### src/inc/dmb_consts.svh
// Purpose: Constants for the dual processor mailbox and interrupt block
// Assumes: Byte host bus, 16-bit coprocessor port bus
// Notes:   Offsets are host bank locations and coprocessor port numbers
`ifndef DMB_CONSTS_SVH
`define DMB_CONSTS_SVH

// Host bank B mailbox locations
`define DMB_OUT_FIRST        4'h0
`define DMB_IN_FIRST         4'h8
// Host bank F control location
`define DMB_HOST_CTRL_LOC    4'hc
`define DMB_HOST_CTRL_ACK    0
`define DMB_HOST_CTRL_BELL   1
// Coprocessor port numbers
`define DMB_PORT_ICR         3'h4
// Control register fields
`define DMB_ICR_PEND_HI      15
`define DMB_ICR_PEND_MID     14
`define DMB_ICR_PEND_LO      13
`define DMB_ICR_EN_HI        12
`define DMB_ICR_EN_MID       11
`define DMB_ICR_EN_LO        10
`define DMB_ICR_HOST_REQ     9
`define DMB_ICR_GLOBAL_EN    8
`define DMB_ICR_SEL_MSB      7
`define DMB_ICR_SEL_LSB      5
// Acknowledge-to-clear delay in host instruction slots
`define DMB_ACK_DELAY        2'h3

`endif

### src/inc/dmb_pkg.sv
// Purpose: Types for the dual processor mailbox block
// Assumes: Nothing beyond the constants header
// Notes:   Route codes above five are reserved
`default_nettype none
package dmb_pkg;
   // Letters name the sources on high, mid, low in that order
   typedef enum logic [2:0] {
      DMB_RT_BCO = 3'h0,
      DMB_RT_CBO = 3'h1,
      DMB_RT_BOC = 3'h2,
      DMB_RT_OBC = 3'h3,
      DMB_RT_COB = 3'h4,
      DMB_RT_OCB = 3'h5
   } dmb_route_t;

   typedef enum logic [1:0] {
      DMB_ST_IDLE = 2'h0,
      DMB_ST_SERV = 2'h1
   } dmb_state_t;
endpackage
`default_nettype wire

### src/core/dmb_mailbox.sv
// Purpose: Host/coprocessor mailbox bytes plus coprocessor interrupt control
// Assumes: Both processors access on clk_sys with single-cycle strobes
// Notes:   Service state ends on coproc_isr_done from the coprocessor core
`timescale 1ns/100ps
`default_nettype none
`include "dmb_consts.svh"

// Behaviour
// - Eight host read-write outgoing bytes, coprocessor reads
// - Eight incoming bytes, host read-only, writes ignored
// - Bytes pair into four 16-bit words, even high
// - Port read gives outgoing pair, write fills incoming
// - Highest ranked pending enabled request served first
// - No new interrupt while one is in service
// - Bits f,e,d pending; write one clears
// - Clear bits unstored, reads return pending status
// - Bits c,b,a are per-input enables for high, mid, low after routing
// - Bit 8 global enable, cleared at reset
// - Doorbell set by host only, cleared by coprocessor
// - Conversion done sets analog-input flag until cleared
// - Third timer event sets analog-output flag
// - Bit 9 reads host request, write one sets
// - Host acknowledge clears host request three instructions later
// - Bits 7 to 5 select source routing
// - Route codes map sources to high/mid/low inputs
// - Host control bit 1 sets doorbell, reads state
module dmb_mailbox
   import dmb_pkg::*;
(
   // System
   input  wire logic        clk_sys,
   input  wire logic        resetn,
   // Host bank B mailbox access
   input  wire logic        host_mb_wr,
   input  wire logic        host_mb_rd,
   input  wire logic [3:0]  host_mb_addr,
   input  wire logic [7:0]  host_mb_wdata,
   output logic      [7:0]  host_mb_rdata,
   // Host bank F control access
   input  wire logic        host_ctrl_wr,
   input  wire logic        host_ctrl_rd,
   input  wire logic [3:0]  host_ctrl_addr,
   input  wire logic [7:0]  host_ctrl_wdata,
   output logic      [7:0]  host_ctrl_rdata,
   input  wire logic        host_instr_done,
   output logic             host_doorbell_request,
   // Coprocessor port access
   input  wire logic        coproc_wr,
   input  wire logic        coproc_rd,
   input  wire logic [2:0]  coproc_addr,
   input  wire logic [15:0] coproc_wdata,
   output logic      [15:0] coproc_rdata,
   // Interrupt sources and service
   input  wire logic        adc_done,
   input  wire logic        third_timer,
   input  wire logic        coproc_isr_done,
   output logic             coproc_irq_take,
   output logic      [1:0]  coproc_irq_vector,
   output logic             coproc_in_service
);

   logic [7:0]  out_bytes [0:7];
   logic [7:0]  in_bytes  [0:7];
   logic        host_to_coproc_doorbell;
   logic        adc_done_flag;
   logic        dac_tick_flag;
   logic [2:0]  irq_enable;
   logic        global_enable;
   logic [2:0]  irq_route_select;
   logic [1:0]  ack_count;
   logic        ack_busy;
   dmb_state_t  state;
   logic [2:0]  raw_irq;
   logic [2:0]  gated_irq;
   logic        icr_wr;
   logic [2:0]  pending_clear_strobe;

   // Mailbox word at port n covers byte 2n (high) and 2n+1 (low)
   function automatic logic [2:0] pair_base(input logic [1:0] port);
      pair_base = {port, 1'b0};
   endfunction

   function automatic logic [2:0] pair_next(input logic [1:0] port);
      pair_next = {port, 1'b1};
   endfunction

   assign icr_wr = coproc_wr && (coproc_addr == `DMB_PORT_ICR);
   assign pending_clear_strobe = icr_wr ? coproc_wdata[`DMB_ICR_PEND_HI:`DMB_ICR_PEND_LO] : 3'h0;

   // Outgoing bytes, host owned; whole byte per write
   always_ff @(posedge clk_sys) begin
      if (!resetn) begin
         for (int i = 0; i < 8; i++) begin
            out_bytes[i] <= 8'h00;
         end
      end else if (host_mb_wr && !host_mb_addr[3]) begin
         out_bytes[host_mb_addr[2:0]] <= host_mb_wdata;
      end
   end

   // Incoming bytes, coprocessor owned; host writes land nowhere
   always_ff @(posedge clk_sys) begin
      if (!resetn) begin
         for (int i = 0; i < 8; i++) begin
            in_bytes[i] <= 8'h00;
         end
      end else if (coproc_wr && !coproc_addr[2]) begin
         in_bytes[pair_base(coproc_addr[1:0])] <= coproc_wdata[15:8];
         in_bytes[pair_next(coproc_addr[1:0])] <= coproc_wdata[7:0];
      end
   end

   // Registered reads: the value sampled is the one before any same-edge write
   always_ff @(posedge clk_sys) begin
      if (!resetn) begin
         host_mb_rdata <= 8'h00;
      end else if (host_mb_rd) begin
         host_mb_rdata <= host_mb_addr[3] ? in_bytes[host_mb_addr[2:0]] : out_bytes[host_mb_addr[2:0]];
      end
   end

   always_ff @(posedge clk_sys) begin
      if (!resetn) begin
         coproc_rdata <= 16'h0000;
      end else if (coproc_rd) begin
         if (!coproc_addr[2]) begin
            coproc_rdata <= {out_bytes[pair_base(coproc_addr[1:0])],
                             out_bytes[pair_next(coproc_addr[1:0])]};
         end else if (coproc_addr == `DMB_PORT_ICR) begin
            coproc_rdata <= {host_to_coproc_doorbell, adc_done_flag, dac_tick_flag,
                             irq_enable, host_doorbell_request, global_enable,
                             irq_route_select, 5'h00};
         end else begin
            coproc_rdata <= 16'h0000;
         end
      end
   end

   // Host control register: bit 1 doorbell, bit 0 host request
   always_ff @(posedge clk_sys) begin
      if (!resetn) begin
         host_ctrl_rdata <= 8'h00;
      end else if (host_ctrl_rd) begin
         host_ctrl_rdata <= (host_ctrl_addr == `DMB_HOST_CTRL_LOC) ?
                            {6'h00, host_to_coproc_doorbell, host_doorbell_request} : 8'h00;
      end
   end

   // Pending flags; a set in the same cycle as a clear wins
   always_ff @(posedge clk_sys) begin
      if (!resetn) begin
         host_to_coproc_doorbell <= 1'b0;
      end else if (host_ctrl_wr && host_ctrl_addr == `DMB_HOST_CTRL_LOC && host_ctrl_wdata[`DMB_HOST_CTRL_BELL]) begin
         host_to_coproc_doorbell <= 1'b1;
      end else if (pending_clear_strobe[2]) begin
         host_to_coproc_doorbell <= 1'b0;
      end
   end

   always_ff @(posedge clk_sys) begin
      if (!resetn) begin
         adc_done_flag <= 1'b0;
      end else if (adc_done) begin
         adc_done_flag <= 1'b1;
      end else if (pending_clear_strobe[1]) begin
         adc_done_flag <= 1'b0;
      end
   end

   always_ff @(posedge clk_sys) begin
      if (!resetn) begin
         dac_tick_flag <= 1'b0;
      end else if (third_timer) begin
         dac_tick_flag <= 1'b1;
      end else if (pending_clear_strobe[0]) begin
         dac_tick_flag <= 1'b0;
      end
   end

   // Stored control fields of the interrupt control register
   always_ff @(posedge clk_sys) begin
      if (!resetn) begin
         irq_enable       <= 3'h0;
         global_enable    <= 1'b0;
         irq_route_select <= 3'h0;
      end else if (icr_wr) begin
         irq_enable       <= coproc_wdata[`DMB_ICR_EN_HI:`DMB_ICR_EN_LO];
         global_enable    <= coproc_wdata[`DMB_ICR_GLOBAL_EN];
         irq_route_select <= coproc_wdata[`DMB_ICR_SEL_MSB:`DMB_ICR_SEL_LSB];
      end
   end

   // Host request: set by coprocessor, cleared after three host instructions
   always_ff @(posedge clk_sys) begin
      if (!resetn) begin
         ack_busy  <= 1'b0;
         ack_count <= 2'h0;
      end else if (host_ctrl_wr && host_ctrl_addr == `DMB_HOST_CTRL_LOC && host_ctrl_wdata[`DMB_HOST_CTRL_ACK]) begin
         ack_busy  <= 1'b1;
         ack_count <= 2'h0;
      end else if (ack_busy && host_instr_done) begin
         ack_count <= ack_count + 2'h1;
         if (ack_count == `DMB_ACK_DELAY - 2'h1) begin
            ack_busy <= 1'b0;
         end
      end
   end

   always_ff @(posedge clk_sys) begin
      if (!resetn) begin
         host_doorbell_request <= 1'b0;
      end else if (icr_wr && coproc_wdata[`DMB_ICR_HOST_REQ]) begin
         host_doorbell_request <= 1'b1;
      end else if (ack_busy && host_instr_done && ack_count == `DMB_ACK_DELAY - 2'h1) begin
         host_doorbell_request <= 1'b0;
      end
   end

   // Routing: raw_irq is {high, mid, low}; sources doorbell/adc/dac
   always_comb begin
      case (dmb_route_t'(irq_route_select))
         DMB_RT_BCO: raw_irq = {host_to_coproc_doorbell, adc_done_flag, dac_tick_flag};
         DMB_RT_CBO: raw_irq = {adc_done_flag, host_to_coproc_doorbell, dac_tick_flag};
         DMB_RT_BOC: raw_irq = {host_to_coproc_doorbell, dac_tick_flag, adc_done_flag};
         DMB_RT_COB: raw_irq = {adc_done_flag, dac_tick_flag, host_to_coproc_doorbell};
         DMB_RT_OBC: raw_irq = {dac_tick_flag, host_to_coproc_doorbell, adc_done_flag};
         DMB_RT_OCB: raw_irq = {dac_tick_flag, adc_done_flag, host_to_coproc_doorbell};
         // Reserved codes route nothing rather than guess
         default:    raw_irq = 3'h0;
      endcase
   end

   assign gated_irq = (global_enable && state == DMB_ST_IDLE) ? (raw_irq & irq_enable) : 3'h0;

   assign coproc_irq_take   = |gated_irq;
   assign coproc_in_service = (state == DMB_ST_SERV);

   // Service tracking and priority pick
   always_ff @(posedge clk_sys) begin
      if (!resetn) begin
         state             <= DMB_ST_IDLE;
         coproc_irq_vector <= 2'h0;
      end else begin
         case (state)
            DMB_ST_IDLE: begin
               if (coproc_irq_take) begin
                  state <= DMB_ST_SERV;
                  coproc_irq_vector <= gated_irq[2] ? 2'h2 : (gated_irq[1] ? 2'h1 : 2'h0);
               end
            end
            DMB_ST_SERV: begin
               if (coproc_isr_done) begin
                  state <= DMB_ST_IDLE;
               end
            end
            default: state <= DMB_ST_IDLE;
         endcase
      end
   end

   a_no_nesting: assert property (@(posedge clk_sys) disable iff (!resetn)
      coproc_in_service |-> !coproc_irq_take)
      else $error("interrupt taken during service");

   a_priority_pick: assert property (@(posedge clk_sys) disable iff (!resetn)
      (coproc_irq_take && gated_irq[2]) |=> (coproc_irq_vector == 2'h2 && coproc_in_service))
      else $error("high request not picked first");

   a_global_gate: assert property (@(posedge clk_sys) disable iff (!resetn)
      !global_enable |-> !coproc_irq_take)
      else $error("interrupt taken while globally disabled");

   a_adc_sticky: assert property (@(posedge clk_sys) disable iff (!resetn)
      adc_done |=> adc_done_flag)
      else $error("conversion flag not set");

   a_clear_pend: assert property (@(posedge clk_sys) disable iff (!resetn)
      (pending_clear_strobe[0] && !third_timer) |=> !dac_tick_flag)
      else $error("output flag not cleared");

   a_flag_holds: assert property (@(posedge clk_sys) disable iff (!resetn)
      (dac_tick_flag && !pending_clear_strobe[0]) |=> dac_tick_flag)
      else $error("output flag dropped without clear");

   a_host_req_set: assert property (@(posedge clk_sys) disable iff (!resetn)
      (icr_wr && coproc_wdata[9]) |=> host_doorbell_request)
      else $error("host request not raised");

   a_bell_host_only: assert property (@(posedge clk_sys) disable iff (!resetn)
      $rose(host_to_coproc_doorbell) |-> $past(host_ctrl_wr))
      else $error("doorbell set without host write");

   a_mailbox_pair: assert property (@(posedge clk_sys) disable iff (!resetn)
      (coproc_wr && coproc_addr == 3'h1) |=> (in_bytes[2] == $past(coproc_wdata[15:8])))
      else $error("mailbox high byte misplaced");

   // Clear checks exclude a same-cycle set, which wins
   a_vector_held: assert property (@(posedge clk_sys) disable iff (!resetn)
      (coproc_in_service && !coproc_isr_done) |=> (coproc_in_service && $stable(coproc_irq_vector)))
      else $error("vector moved during service");

   a_mid_pick: assert property (@(posedge clk_sys) disable iff (!resetn)
      (coproc_irq_take && !gated_irq[2] && gated_irq[1]) |=> (coproc_irq_vector == 2'h1))
      else $error("middle request not picked");

   a_low_pick: assert property (@(posedge clk_sys) disable iff (!resetn)
      (coproc_irq_take && gated_irq == 3'h1) |=> (coproc_irq_vector == 2'h0))
      else $error("low request not picked");

   a_reset_global: assert property (@(posedge clk_sys) disable iff (!resetn)
      !$past(resetn) |-> !global_enable)
      else $error("global enable set after reset");

   a_adc_clear: assert property (@(posedge clk_sys) disable iff (!resetn)
      (pending_clear_strobe[1] && !adc_done) |=> !adc_done_flag)
      else $error("conversion flag not cleared");

   a_bell_clear: assert property (@(posedge clk_sys) disable iff (!resetn)
      (pending_clear_strobe[2] && !host_ctrl_wr) |=> !host_to_coproc_doorbell)
      else $error("doorbell not cleared");

   a_host_req_clear: assert property (@(posedge clk_sys) disable iff (!resetn)
      (ack_busy && host_instr_done && ack_count == `DMB_ACK_DELAY - 2'h1 && !icr_wr) |=> !host_doorbell_request)
      else $error("host request not cleared after acknowledge");

   a_ctrl_readback: assert property (@(posedge clk_sys) disable iff (!resetn)
      (host_ctrl_rd && host_ctrl_addr == `DMB_HOST_CTRL_LOC) |=>
         (host_ctrl_rdata[1] == $past(host_to_coproc_doorbell)))
      else $error("doorbell readback wrong");

   a_incoming_readonly: assert property (@(posedge clk_sys) disable iff (!resetn)
      (host_mb_wr && host_mb_addr == `DMB_IN_FIRST && !coproc_wr) |=> $stable(in_bytes[0]))
      else $error("host write changed an incoming byte");

   a_mailbox_low: assert property (@(posedge clk_sys) disable iff (!resetn)
      (coproc_wr && coproc_addr == 3'h1) |=> (in_bytes[3] == $past(coproc_wdata[7:0])))
      else $error("mailbox low byte misplaced");

   a_reserved_route: assert property (@(posedge clk_sys) disable iff (!resetn)
      (irq_route_select == 3'h6 || irq_route_select == 3'h7) |-> !coproc_irq_take)
      else $error("reserved route raised an interrupt");

endmodule
`default_nettype wire

### config.mk
export PLATFORM = sky130hd
export DESIGN_NAME = dmb_mailbox
export DESIGN_NICKNAME = d
export VERILOG_FILES = /design/src/inc/dmb_pkg.sv /design/src/core/dmb_mailbox.sv
export VERILOG_INCLUDE_DIRS = /design/src /design/src/inc
export SDC_FILE = /design/constraint.sdc
export NUM_CORES = 1
export LEC_CHECK = 0
export ABC_CLOCK_PERIOD_IN_PS = 2600
export BUFFER_PORTS_ARGS = -buffer_cell sky130_fd_sc_hd__buf_4
export CAP_MARGIN = 20
export CORE_MARGIN = 2
export CORE_UTILIZATION = 59
export DETAILED_ROUTE_END_ITERATION = 16
export GPL_TIMING_DRIVEN = 0
export PLACE_DENSITY = 0.8
export REMOVE_ABC_BUFFERS = 1
export SYNTH_ARGS = -nofsm -noshare
export SYNTH_HDL_FRONTEND = slang
export SYNTH_SLANG_ARGS = --single-unit
### constraint.sdc
create_clock -name clk_sys -period 2.6 [get_ports clk_sys]
set_input_delay 0.26 -clock clk_sys [delete_from_list [all_inputs] [get_ports clk_sys]]
set_output_delay 0.26 -clock clk_sys [all_outputs]
set_load 0.02 [all_outputs]
# Word-level counts from Yosys, hierarchy flattened
# Memory sizes are Yosys's and may differ from the RTL's.
# Cells that the tools add are included.
# totals
register_bits	50
ramBits	128
input_bits	55
out_inout_bits	37
word_cells	97
memories	2
# memory_table
memory	words	width	read_ports	rd_ports_with_merged_regs	wr	line_no	source
in_bytes	8	8	1	0	8	dmb_mailbox.sv:63	logic [7:0] in_bytes [0:7];
out_bytes	8	8	3	0	8	dmb_mailbox.sv:62	logic [7:0] out_bytes [0:7];
# op_classes
addsub	1
eq_ne	11
mux	39
n_bitwise	2
reduce_logical	28
# op_table
cell	n
two-way mux 16 bit	2
two-way mux 8 bit	4
OR reduction 8 bit	3
two-way mux 1 bit	22
one-hot mux 3 bit (6 select lines)	1
two-way mux 3 bit	5
nonzero test 2 bit	6
logical AND 1 bit	10
equality test 3 bit (second input constant)	3
two-way mux 2 bit	4
equality test 3 x 2 -> 1 bit (second input constant)	2
AND reduction 2 bit	3
equality test 4 bit (second input constant)	1
!= test 2 bit (second input constant)	2
one-hot mux 2 bit (2 select lines)	1
AND 3 bit	1
equality test 3 x 1 -> 1 bit (second input constant)	1
logical NOT 3 bit	1
OR reduction 3 bit	1
adder 2 x 1 -> 2 bit (second input constant)	1
equality test 2 x 1 -> 1 bit (second input constant)	1
equality test 2 bit (second input constant)	1
logical NOT 1 bit	2
logical NOT 2 bit	1
other kinds (2)	2

# Logic depth before layout (Yosys ltp)
# Gate-level depths: netlist (run 1).
# depth
depth_word	7
depth_mapped	7
mapped_depth_nobuf	5

# Least setup slack after synthesis (run 1)
# OpenSTA, ideal clock, no wires.
# synth_path
path_kind	input-to-reg
from	in resetn
to	mem in_bytes[2][0], enable pin
setup_time_ps	411
arrival_time_ps	1889
t_required_ps	2189
path_slack_ps	300
path_stages	5
path_buffers	1
cell_sequence	buf_2 nand2_1 nor2_1 nand2_1 o21ai_0
# synth_rtl
element	line_no	source
from (decl)	dmb_mailbox.sv:32	input wire logic resetn,
to (decl)	dmb_mailbox.sv:63	

==> reports/metrics.cfg, run 1 <==
[status]
status=finished clean

[min_path]
hp-class=input port to flip-flop
min_path_cells=2

[yosys]
synth_xor_area_frac=0.00108
synth_top_family_by_area=simple AND/OR/NAND/NOR gates
ys_types=45
netlist_area_um2=8090
synth-compound-area-share=0.0691
yosys.area_share.simple=0.167
synthCells=599
ys_seq_area_frac=0.581
synth_edf_count=128
synth_area_leaders=edfxtp_1 (48%), dfxtp_1 (11%), mux4_2 (11%)
synth-async-reset-ratio=0
synth-main-ff-cell=edfxtp_1
synth_fa_ha_area_frac=0.00155
yosys.area.top_type=edfxtp_1
ys_ff_latch=171
synth_mux_area_frac=0.151
synth_top_cell_area_share=0.475
synth_area_per_cell_um2=13.5
ys.warnings.count=0

[sta]
finalSetupTns_ns=0
fmax_mhz=423
min_period_ns=2.37
relSlewSlack=0.274
slew_violations=0
period_share=0.910
rsz0062_at_grt=false
finalHoldViolations=0
clock_skew_ns=0.00794
worstMarginPinSlew_ns=1.09
setup_viol=0

[critical_path]
slowest_delay_ns=0.78
crit_arrival_ns=2.42
r2r_setup_slack_ns=0.90
cp-end-kind=flip-flop
r2r_cells=5
cp_slowest_cell=nand2b_1
path_class=input port to flip-flop
required_ns=2.66
crit_fanout=54
startpoint_type=input port
path_cells=buf_4 > nand2_1 > nor4_4 > nand2b_1

[grt]
grt_pass1_vias=5162
grt_antenna_before_repair=0
grt-ovfl-total=0
grt_max_degree=55
grt_usage=0.269
grt_pass1_wl_um=28400

[power_and_ir_drop]
total_power_mw=6.25
ir_worst_vdd_mv=0.456
p_leak_nw=3.40
power_density_nw_per_um2=669

[floorplan]
fp.dieH_um=121
die_area_um2=14700
rows=42
die_x_um=121
io_pins=92
start_util=0.609
core_area_um2=13300

[route]
wl_per_cell_um=21.8
drc=0
first_pass_iters=5
drtAntennaViolNets=0
first_iter_violations=452
viasPerCell=6.10
via_count=5225
wl_um=18600

[cells_and_area]
drive_above_1_share=0.244
areaGrowthSynthToFinish_pct=15.5
fin_nets=723
layout_commonest_cell=and2_1
insertedDiodeCount=0
layout_common_cells=and2_1 (131), edfxtp_1 (128), buf_4 (83), nand2_1 (43), dfxtp_1 (43)
finalInstanceArea_um2=9350

[cts]
cts_buffer_depth=2
postCtsSetupBuffers=0
clk_latency_ns=0.43
clock_sinks=171
htree_levels=4
cts_root_buffer=clkbuf_16
path_clk_slew_ns=0.06
cts_tree=yes
tritoncts.num_buffers=17

[placed_design]
gp_congestion=0.959
placed_area_um2=8760
numPortBuffers=79
dp_hpwl_um=12700

[job]
cap_violations=0

layer usage:
layer  share of wire  track usage  wire length, µm  vias to the layer above
met5               0            0                0                        -
met4           0.027        0.113              498                        0
met3           0.068       0.0465             1270                       32
met2            0.51        0.435             9570                      218
met1            0.39        0.363             7300                     2616
li1                -            -                -                     2359
Yosys cell counts (3+ instances only):
master and count:
and2_1 131, edfxtp_1 128, dfxtp_1 43, nand2_1 43
mux4_2 38, a22oi_1 30, o21ai_0 21, clkbuf_1 17
nor2_1 16, a21oi_1 13, buf_2 12, nand2b_1 12
nor2b_1 12, a21boi_0 10, mux4_1 10, nand3_1 9
mux2_2 8, buf_4 6, nor3_1 4, a221oi_1 3
inv_1 3
state kept, by name, summed over array words and instances, names as in the netlist, 2 cells and up:
signal and count:
out_bytes 64, coproc_irq_vector 2, ack_count 2, irq_route_select 3
host_mb_rdata 8, host_ctrl_rdata 2, coproc_rdata 16, irq_enable 3
in_bytes 64
worst max-delay path, delay by kind of cell:
kind | cells | cell delay, ns
simple gates | 3 | 1.69
buf+inv | 1 | 0.43
power breakdown:
group / total, mW / switching, mW / internal [mW]
clock: 2.48 / 1.06 / 1.42
combinational: 0.606 / 0.330 / 0.276
sequential: 3.16 / 0.0769 / 3.09
final timing paths:
kind	startpoint	end
max	resetn	in_bytes[0][7]
min	host_instr_done	ack_count[1]
max reg2reg	irq_route_select[0]	coproc_irq_vector[0]
min reg2reg	host_ctrl_rdata[1]	host_ctrl_rdata[1]
cell families (layout without fill, tap and decap cells):
kind of cell | count (synthesis) | in the layout
adder cells (fa/ha/maj) | 1 | 1
flip-flops | 171 | 171
buffers and inverters | 44 | 120
AO/OA/AOI/OAI | 85 | 85
other | 1 | 6
XOR/XNOR | 1 | 1
multiplexers | 57 | 57
AND/OR/NAND/NOR | 239 | 239
cell type report:
type / count / area, µm²
timing repair buffer: 84 / 634
multi-input combinational: 389 / 3200
clock buffer: 18 / 429
tap: 176 / 220
inverter: 4 / 15.0
clock inverter: 14 / 146
fill: 906 / 3950
sequential: 171 / 4700
what timing repair did:
item	4_1_cts	5_1_grt
setup endpoints to repair	0	16
hold endpoints to repair	0	0
hold buffers	0	0
resized for setup	0	1
through the flow:
stage | instances | setup slack (ns) | util | hold slack [ns]
after global placement | 819 | -0.964 | 0.655 | 0.469
after floorplan | 564 | 0.474 | - | 0.349
after global routing | 856 | 0.0527 | 0.703 | 0.0617
final | 856 | 0.233 | 0.703 | 0.0625
after detailed placement | 824 | -0.280 | 0.659 | 0.482
after CTS | 856 | 0.182 | 0.702 | 0.0434
No activity file was read; power rests on OpenSTA's default activity.
==> run 2: changes to the inputs <==
--- a/config.mk
+++ b/config.mk
@@ -6,7 +6,7 @@
 export SDC_FILE = /design/constraint.sdc
 export NUM_CORES = 1
 export LEC_CHECK = 0
-export ABC_CLOCK_PERIOD_IN_PS = 2600
+export ABC_CLOCK_PERIOD_IN_PS = 2400
 export BUFFER_PORTS_ARGS = -buffer_cell sky130_fd_sc_hd__buf_4
 export CAP_MARGIN = 20
 export CORE_MARGIN = 2
==> constraint.sdc (replaced) <==
create_clock -name clk_sys -period 2.4 [get_ports clk_sys]
set_input_delay 0.48 -clock clk_sys [delete_from_list [all_inputs] [get_ports clk_sys]]
set_output_delay 0.48 -clock clk_sys [all_outputs]
set_load 0.02 [all_outputs]
==> run 2 against run 1 <==
Net effect:
- critical path depth rose by 1
- utilization is 0.51 points higher
- highest routed layer unchanged
- via count increased by 0.88%
- clock skew about the same
- first-iteration DRC count fell by 5.5%
- cell count up 0.58%
- routed wire length rose by 1.1%
==> reports/metrics.cfg, run 2 (synthesized netlist as in run 1, its figures left out) <==
[floorplan]
die_area_um2=14700
start_util=0.609
io_pins=92
fp.dieH_um=121
die_x_um=121
rows=42
core_area_um2=13300

[sta]
clock_skew_ns=0.00798
min_period_ns=2.31
slew_violations=0
setup_viol=0
finalHoldViolations=0
hold_slack_ns=0.282
worstMarginPinSlew_ns=1.10
relSlewSlack=0.266
rsz0062_at_grt=false
fmax_mhz=432
period_share=0.964
finalSetupTns_ns=0

[cells_and_area]
layout_common_cells=and2_1 (131), edfxtp_1 (128), buf_4 (88), nand2_1 (43), dfxtp_1 (39)
reg_top3=in_bytes: 64 flops, out_bytes: 64 flops, coproc_rdata: 16 flops
finalNonFillerCells=861
insertedDiodeCount=0
fin_nets=728
finalInstanceArea_um2=9410
areaGrowthSynthToFinish_pct=16.3
drive_above_1_share=0.263
layout_commonest_cell=and2_1

[job]
cap_violations=0

[grt]
grt_antenna_before_repair=0
grt_usage=0.269
grt_pass1_wl_um=28400
grt_pass1_vias=5165
grt_max_degree=55
grt-ovfl-total=0

[critical_path]
r2r_setup_slack_ns=0.76
r2r_cells=6
path_cells=nand2b_1 > a211oi_1 > o31ai_2 > a31oi_1 > buf_4
critPathBufInv=1
cp_top_family=compound AO/OA/AOI/OAI gates
cp_slowest_cell=dfxtp_4
slowest_delay_ns=0.38
startpoint_type=flip-flop
crit_arrival_ns=1.83
required_ns=1.92
cp-end-kind=output pin
cp_num_cells=5
crit_fanout=10
path_class=flip-flop to output pin

[route]
viasPerCell=6.12
first_pass_iters=5
drtAntennaViolNets=0
drc=0
wl_um=18800
via_count=5271
wl_per_cell_um=21.9
first_iter_violations=427

[cts]
path_clk_slew_ns=0.06
cts_root_buffer=clkbuf_16
htree_levels=4
cts_tree=yes
clk_latency_ns=0.43
tritoncts.num_buffers=17
cts_buffer_depth=2
cts_hold_buf=0
clock_sinks=171

[placed_design]
placed_area_um2=8760
place_inst=824
dp_hpwl_um=12700
numPortBuffers=79
gp_congestion=0.959

[min_path]
hp-class=input port to flip-flop
min_path_cells=2

[status]
status=finished clean

[power_and_ir_drop]
ir_worst_vdd_mv=0.495
p_leak_nw=3.43
power_density_nw_per_um2=720

## run 2: final cells by class
class | instances | area [µm²]
Multi-Input combinational cell | 389 | 3220
Clock buffer | 18 | 429
Sequential cell | 171 | 4710
Inverter | 4 | 15.0
Tap cell | 176 | 220
Clock inverter | 14 | 146
Fill cell | 899 | 3880
Timing Repair Buffer | 89 | 672
## run 2: layer usage
metal | vias to the layer above | global-route usage | share of wire
met5 | - | 0 | 0
met4 | 0 | 0.113 | 0.030
met3 | 39 | 0.0465 | 0.066
met2 | 235 | 0.435 | 0.51
met1 | 2624 | 0.364 | 0.40
li1 | 2373 | - | -
## run 2: through the flow
stage | setup WS, ns | total power, mW | util
3_3_place_gp | -1.38 | 4.10 | 0.655
2_1_floorplan | 0.0542 | 3.80 | -
5_1_grt | 0.00656 | 6.97 | 0.708
4_1_cts | 0.0215 | 6.79 | 0.703
6_report | 0.0859 | 6.78 | 0.708
3_5_place_dp | -0.700 | 4.14 | 0.659
## run 2: final timing paths
kind                        from                    to
max          irq_route_select[0]       coproc_irq_take
max reg2reg  irq_route_select[0]  coproc_irq_vector[0]
min reg2reg   host_ctrl_rdata[0]    host_ctrl_rdata[0]
min              host_instr_done          ack_count[1]
## run 2: power by group
group / switching [mW] / internal (mW) / total (mW) / leakage [nW]
Clock: 1.16 / 1.53 / 2.69 / 0.275
Sequential: 0.0838 / 3.34 / 3.43 / 1.58
Combinational: 0.360 / 0.301 / 0.661 / 1.57
## run 2: what timing repair did
action / in CTS / in global routing
buffers inserted: 0 / 5
setup endpoints to repair: 33 / 66
pin swaps: 0 / 2
gates resized for setup: 3 / 12
==> run 3: changes to the inputs <==
--- a/config.mk
+++ b/config.mk
@@ -9,11 +9,12 @@
 export ABC_CLOCK_PERIOD_IN_PS = 2400
 export BUFFER_PORTS_ARGS = -buffer_cell sky130_fd_sc_hd__buf_4
 export CAP_MARGIN = 20
+export CORE_ASPECT_RATIO = 1.4
 export CORE_MARGIN = 2
 export CORE_UTILIZATION = 59
 export DETAILED_ROUTE_END_ITERATION = 16
 export GPL_TIMING_DRIVEN = 0
-export PLACE_DENSITY = 0.8
+export PLACE_DENSITY_LB_ADDON = 0.25
 export REMOVE_ABC_BUFFERS = 1
 export SYNTH_ARGS = -nofsm -noshare
 export SYNTH_HDL_FRONTEND = slang
==> run 3 against run 2 <==
Net effect:
- non-clock buffer count decreased by 1
- combinational power decreased by 0.6%
- routed wire length increased by 2.0%
- critical endpoint is now in_bytes[3][5]
- largest cell class unchanged
- worst setup slack improved by 0.027 ns
- utilization decreased by 0.27 points
- clock-buffer cell count unchanged
- total power increased by 3.7%
- maximum frequency increased by 1.2%
- cell count increased by 0.35%
- largest power group unchanged
- flip-flop and latch count unchanged
- clock power increased by 9.3%
==> reports/metrics.cfg, run 3 (synthesized netlist as in run 1, its figures left out) <==
[cells_and_area]
reg_top3=in_bytes: 64 flops, out_bytes: 64 flops, coproc_rdata: 16 flops
finalNonFillerCells=864
n_fill_cell=932
layout_commonest_cell=and2_1
insertedDiodeCount=0
drive_above_1_share=0.254
fin_nets=727
areaGrowthSynthToFinish_pct=16.7
layout_common_cells=and2_1 (131), edfxtp_1 (128), buf_4 (81), nand2_1 (43), dfxtp_1 (40)

[status]
status=finished clean

[critical_path]
crit_fanout=54
worstReg2RegEnd=host_mb_rdata[6]
crit_arrival_ns=2.57
r2r_cells=4
path_class=input port to flip-flop
cp-end-kind=flip-flop
startpoint_type=input port
required_ns=2.69
r2r_setup_slack_ns=0.75
rr_startpoint=out_bytes[4][6]

[sta]
min_period_ns=2.29
setup_viol=0
relSlewSlack=0.248
hold_slack_ns=0.288
period_share=0.953
layout_setup_ws_ns=0.113
finalSetupTns_ns=0
rsz0062_at_grt=true
slew_violations=0
worstMarginPinSlew_ns=1.12
finalHoldViolations=0
fmax_mhz=437
clock_skew_ns=0.00614

[floorplan]
fp.dieH_um=143
core_area_um2=13400
io_pins=92
rows=50
die_area_um2=14700
die_x_um=103
start_util=0.604

[power_and_ir_drop]
total_power_mw=7.03
ir_worst_vdd_mv=0.466
power_density_nw_per_um2=745
p_leak_nw=3.44

[grt]
grt-ovfl-total=0
grt_usage=0.276
grt_max_degree=55
grt_antenna_before_repair=0
grt_pass1_vias=5366
grt_pass1_wl_um=29200

[placed_design]
pre_cts_ws_ns=-0.744
place_inst=830
dp_hpwl_um=13100
gp_congestion=0.877
numPortBuffers=79

[min_path]
min_path_cells=3
whs_endpoint=dac_tick_flag
hp-class=input port to flip-flop
hp-start=third_timer

[job]
cap_violations=0

[route]
viasPerCell=6.05
drc=0
drtAntennaViolNets=0
via_count=5231
first_iter_violations=382
wl_um=19200
first_pass_iters=6
wl_per_cell_um=22.2

[cts]
path_clk_slew_ns=0.06
htree_levels=4
cts_buffer_depth=2
clock_sinks=171
cts_hold_buf=0
cts_root_buffer=clkbuf_16
cts_tree=yes
clk_latency_ns=0.43
tritoncts.num_buffers=17

==> run 3: cell count changes in the layout (fill, tap and decap cells not counted), moves of 3 or more <==
cell / change
buf_4: -7
buf_2: +5
bufinv_16: +3
inv_6: -3
o21ai_0: +3
o21ai_1: -3
==> run 3: worst max-delay path by stage <==
stage	start	end	slack, ns	cells after the start
after floorplan	resetn	in_bytes[2][0]	0.05	4
after global placement	resetn	in_bytes[3][4]	-1.43	5
after detailed placement	resetn	in_bytes[6][5]	-0.74	5
after CTS	resetn	out_bytes[6][1]	0.005	4
after global routing	resetn	out_bytes[4][1]	-0.05	4
final	resetn	in_bytes[3][5]	0.11	6
==> run 3: power breakdown <==
group | internal, mW | total, mW | switching [mW]
logic | 0.301 | 0.657 | 0.356
registers | 3.35 | 3.43 | 0.0884
clock network | 1.83 | 2.94 | 1.11
==> run 3: worst max-delay path: stages <==
cell,delay [ns]
buf_4,0.43
nand2_1,0.20
nor2_1,0.19
nand2_1,0.11
nor2_1,0.87
and2_1,0.25
==> run 3: through the flow <==
step | util | instance area [µm²]
floorplan | - | 7890
global placement | 0.651 | 8710
detailed placement | 0.655 | 8770
CTS | 0.704 | 9420
global route | 0.705 | 9440
finish | 0.705 | 9440
==> run 3: cell type report <==
| cell class | instances | area, µm² | area share |
|---|---|---|---|
| multi-input cells | 389 | 3210 | 0.340 |
| inverters | 4 | 15.0 | 0.00159 |
| clock inverters | 12 | 199 | 0.0211 |
| flip-flops and latches | 171 | 4710 | 0.499 |
| repair buffers | 88 | 656 | 0.0694 |
| clock buffers | 18 | 429 | 0.0454 |
| well taps | 182 | 228 | 0.0241 |
==> run 3: timing repair <==
action	CTS	global route
setup endpoints to repair	33	25
setup buffers	1	0
gates resized for setup	4	4
pin swaps	1	0
==> run 3: metal layers <==
layer | GRT usage | share of wire
met1 | 0.322 | 0.35
met2 | 0.497 | 0.56
met3 | 0.0467 | 0.063
met4 | 0.109 | 0.028
met5 | 0 | 0
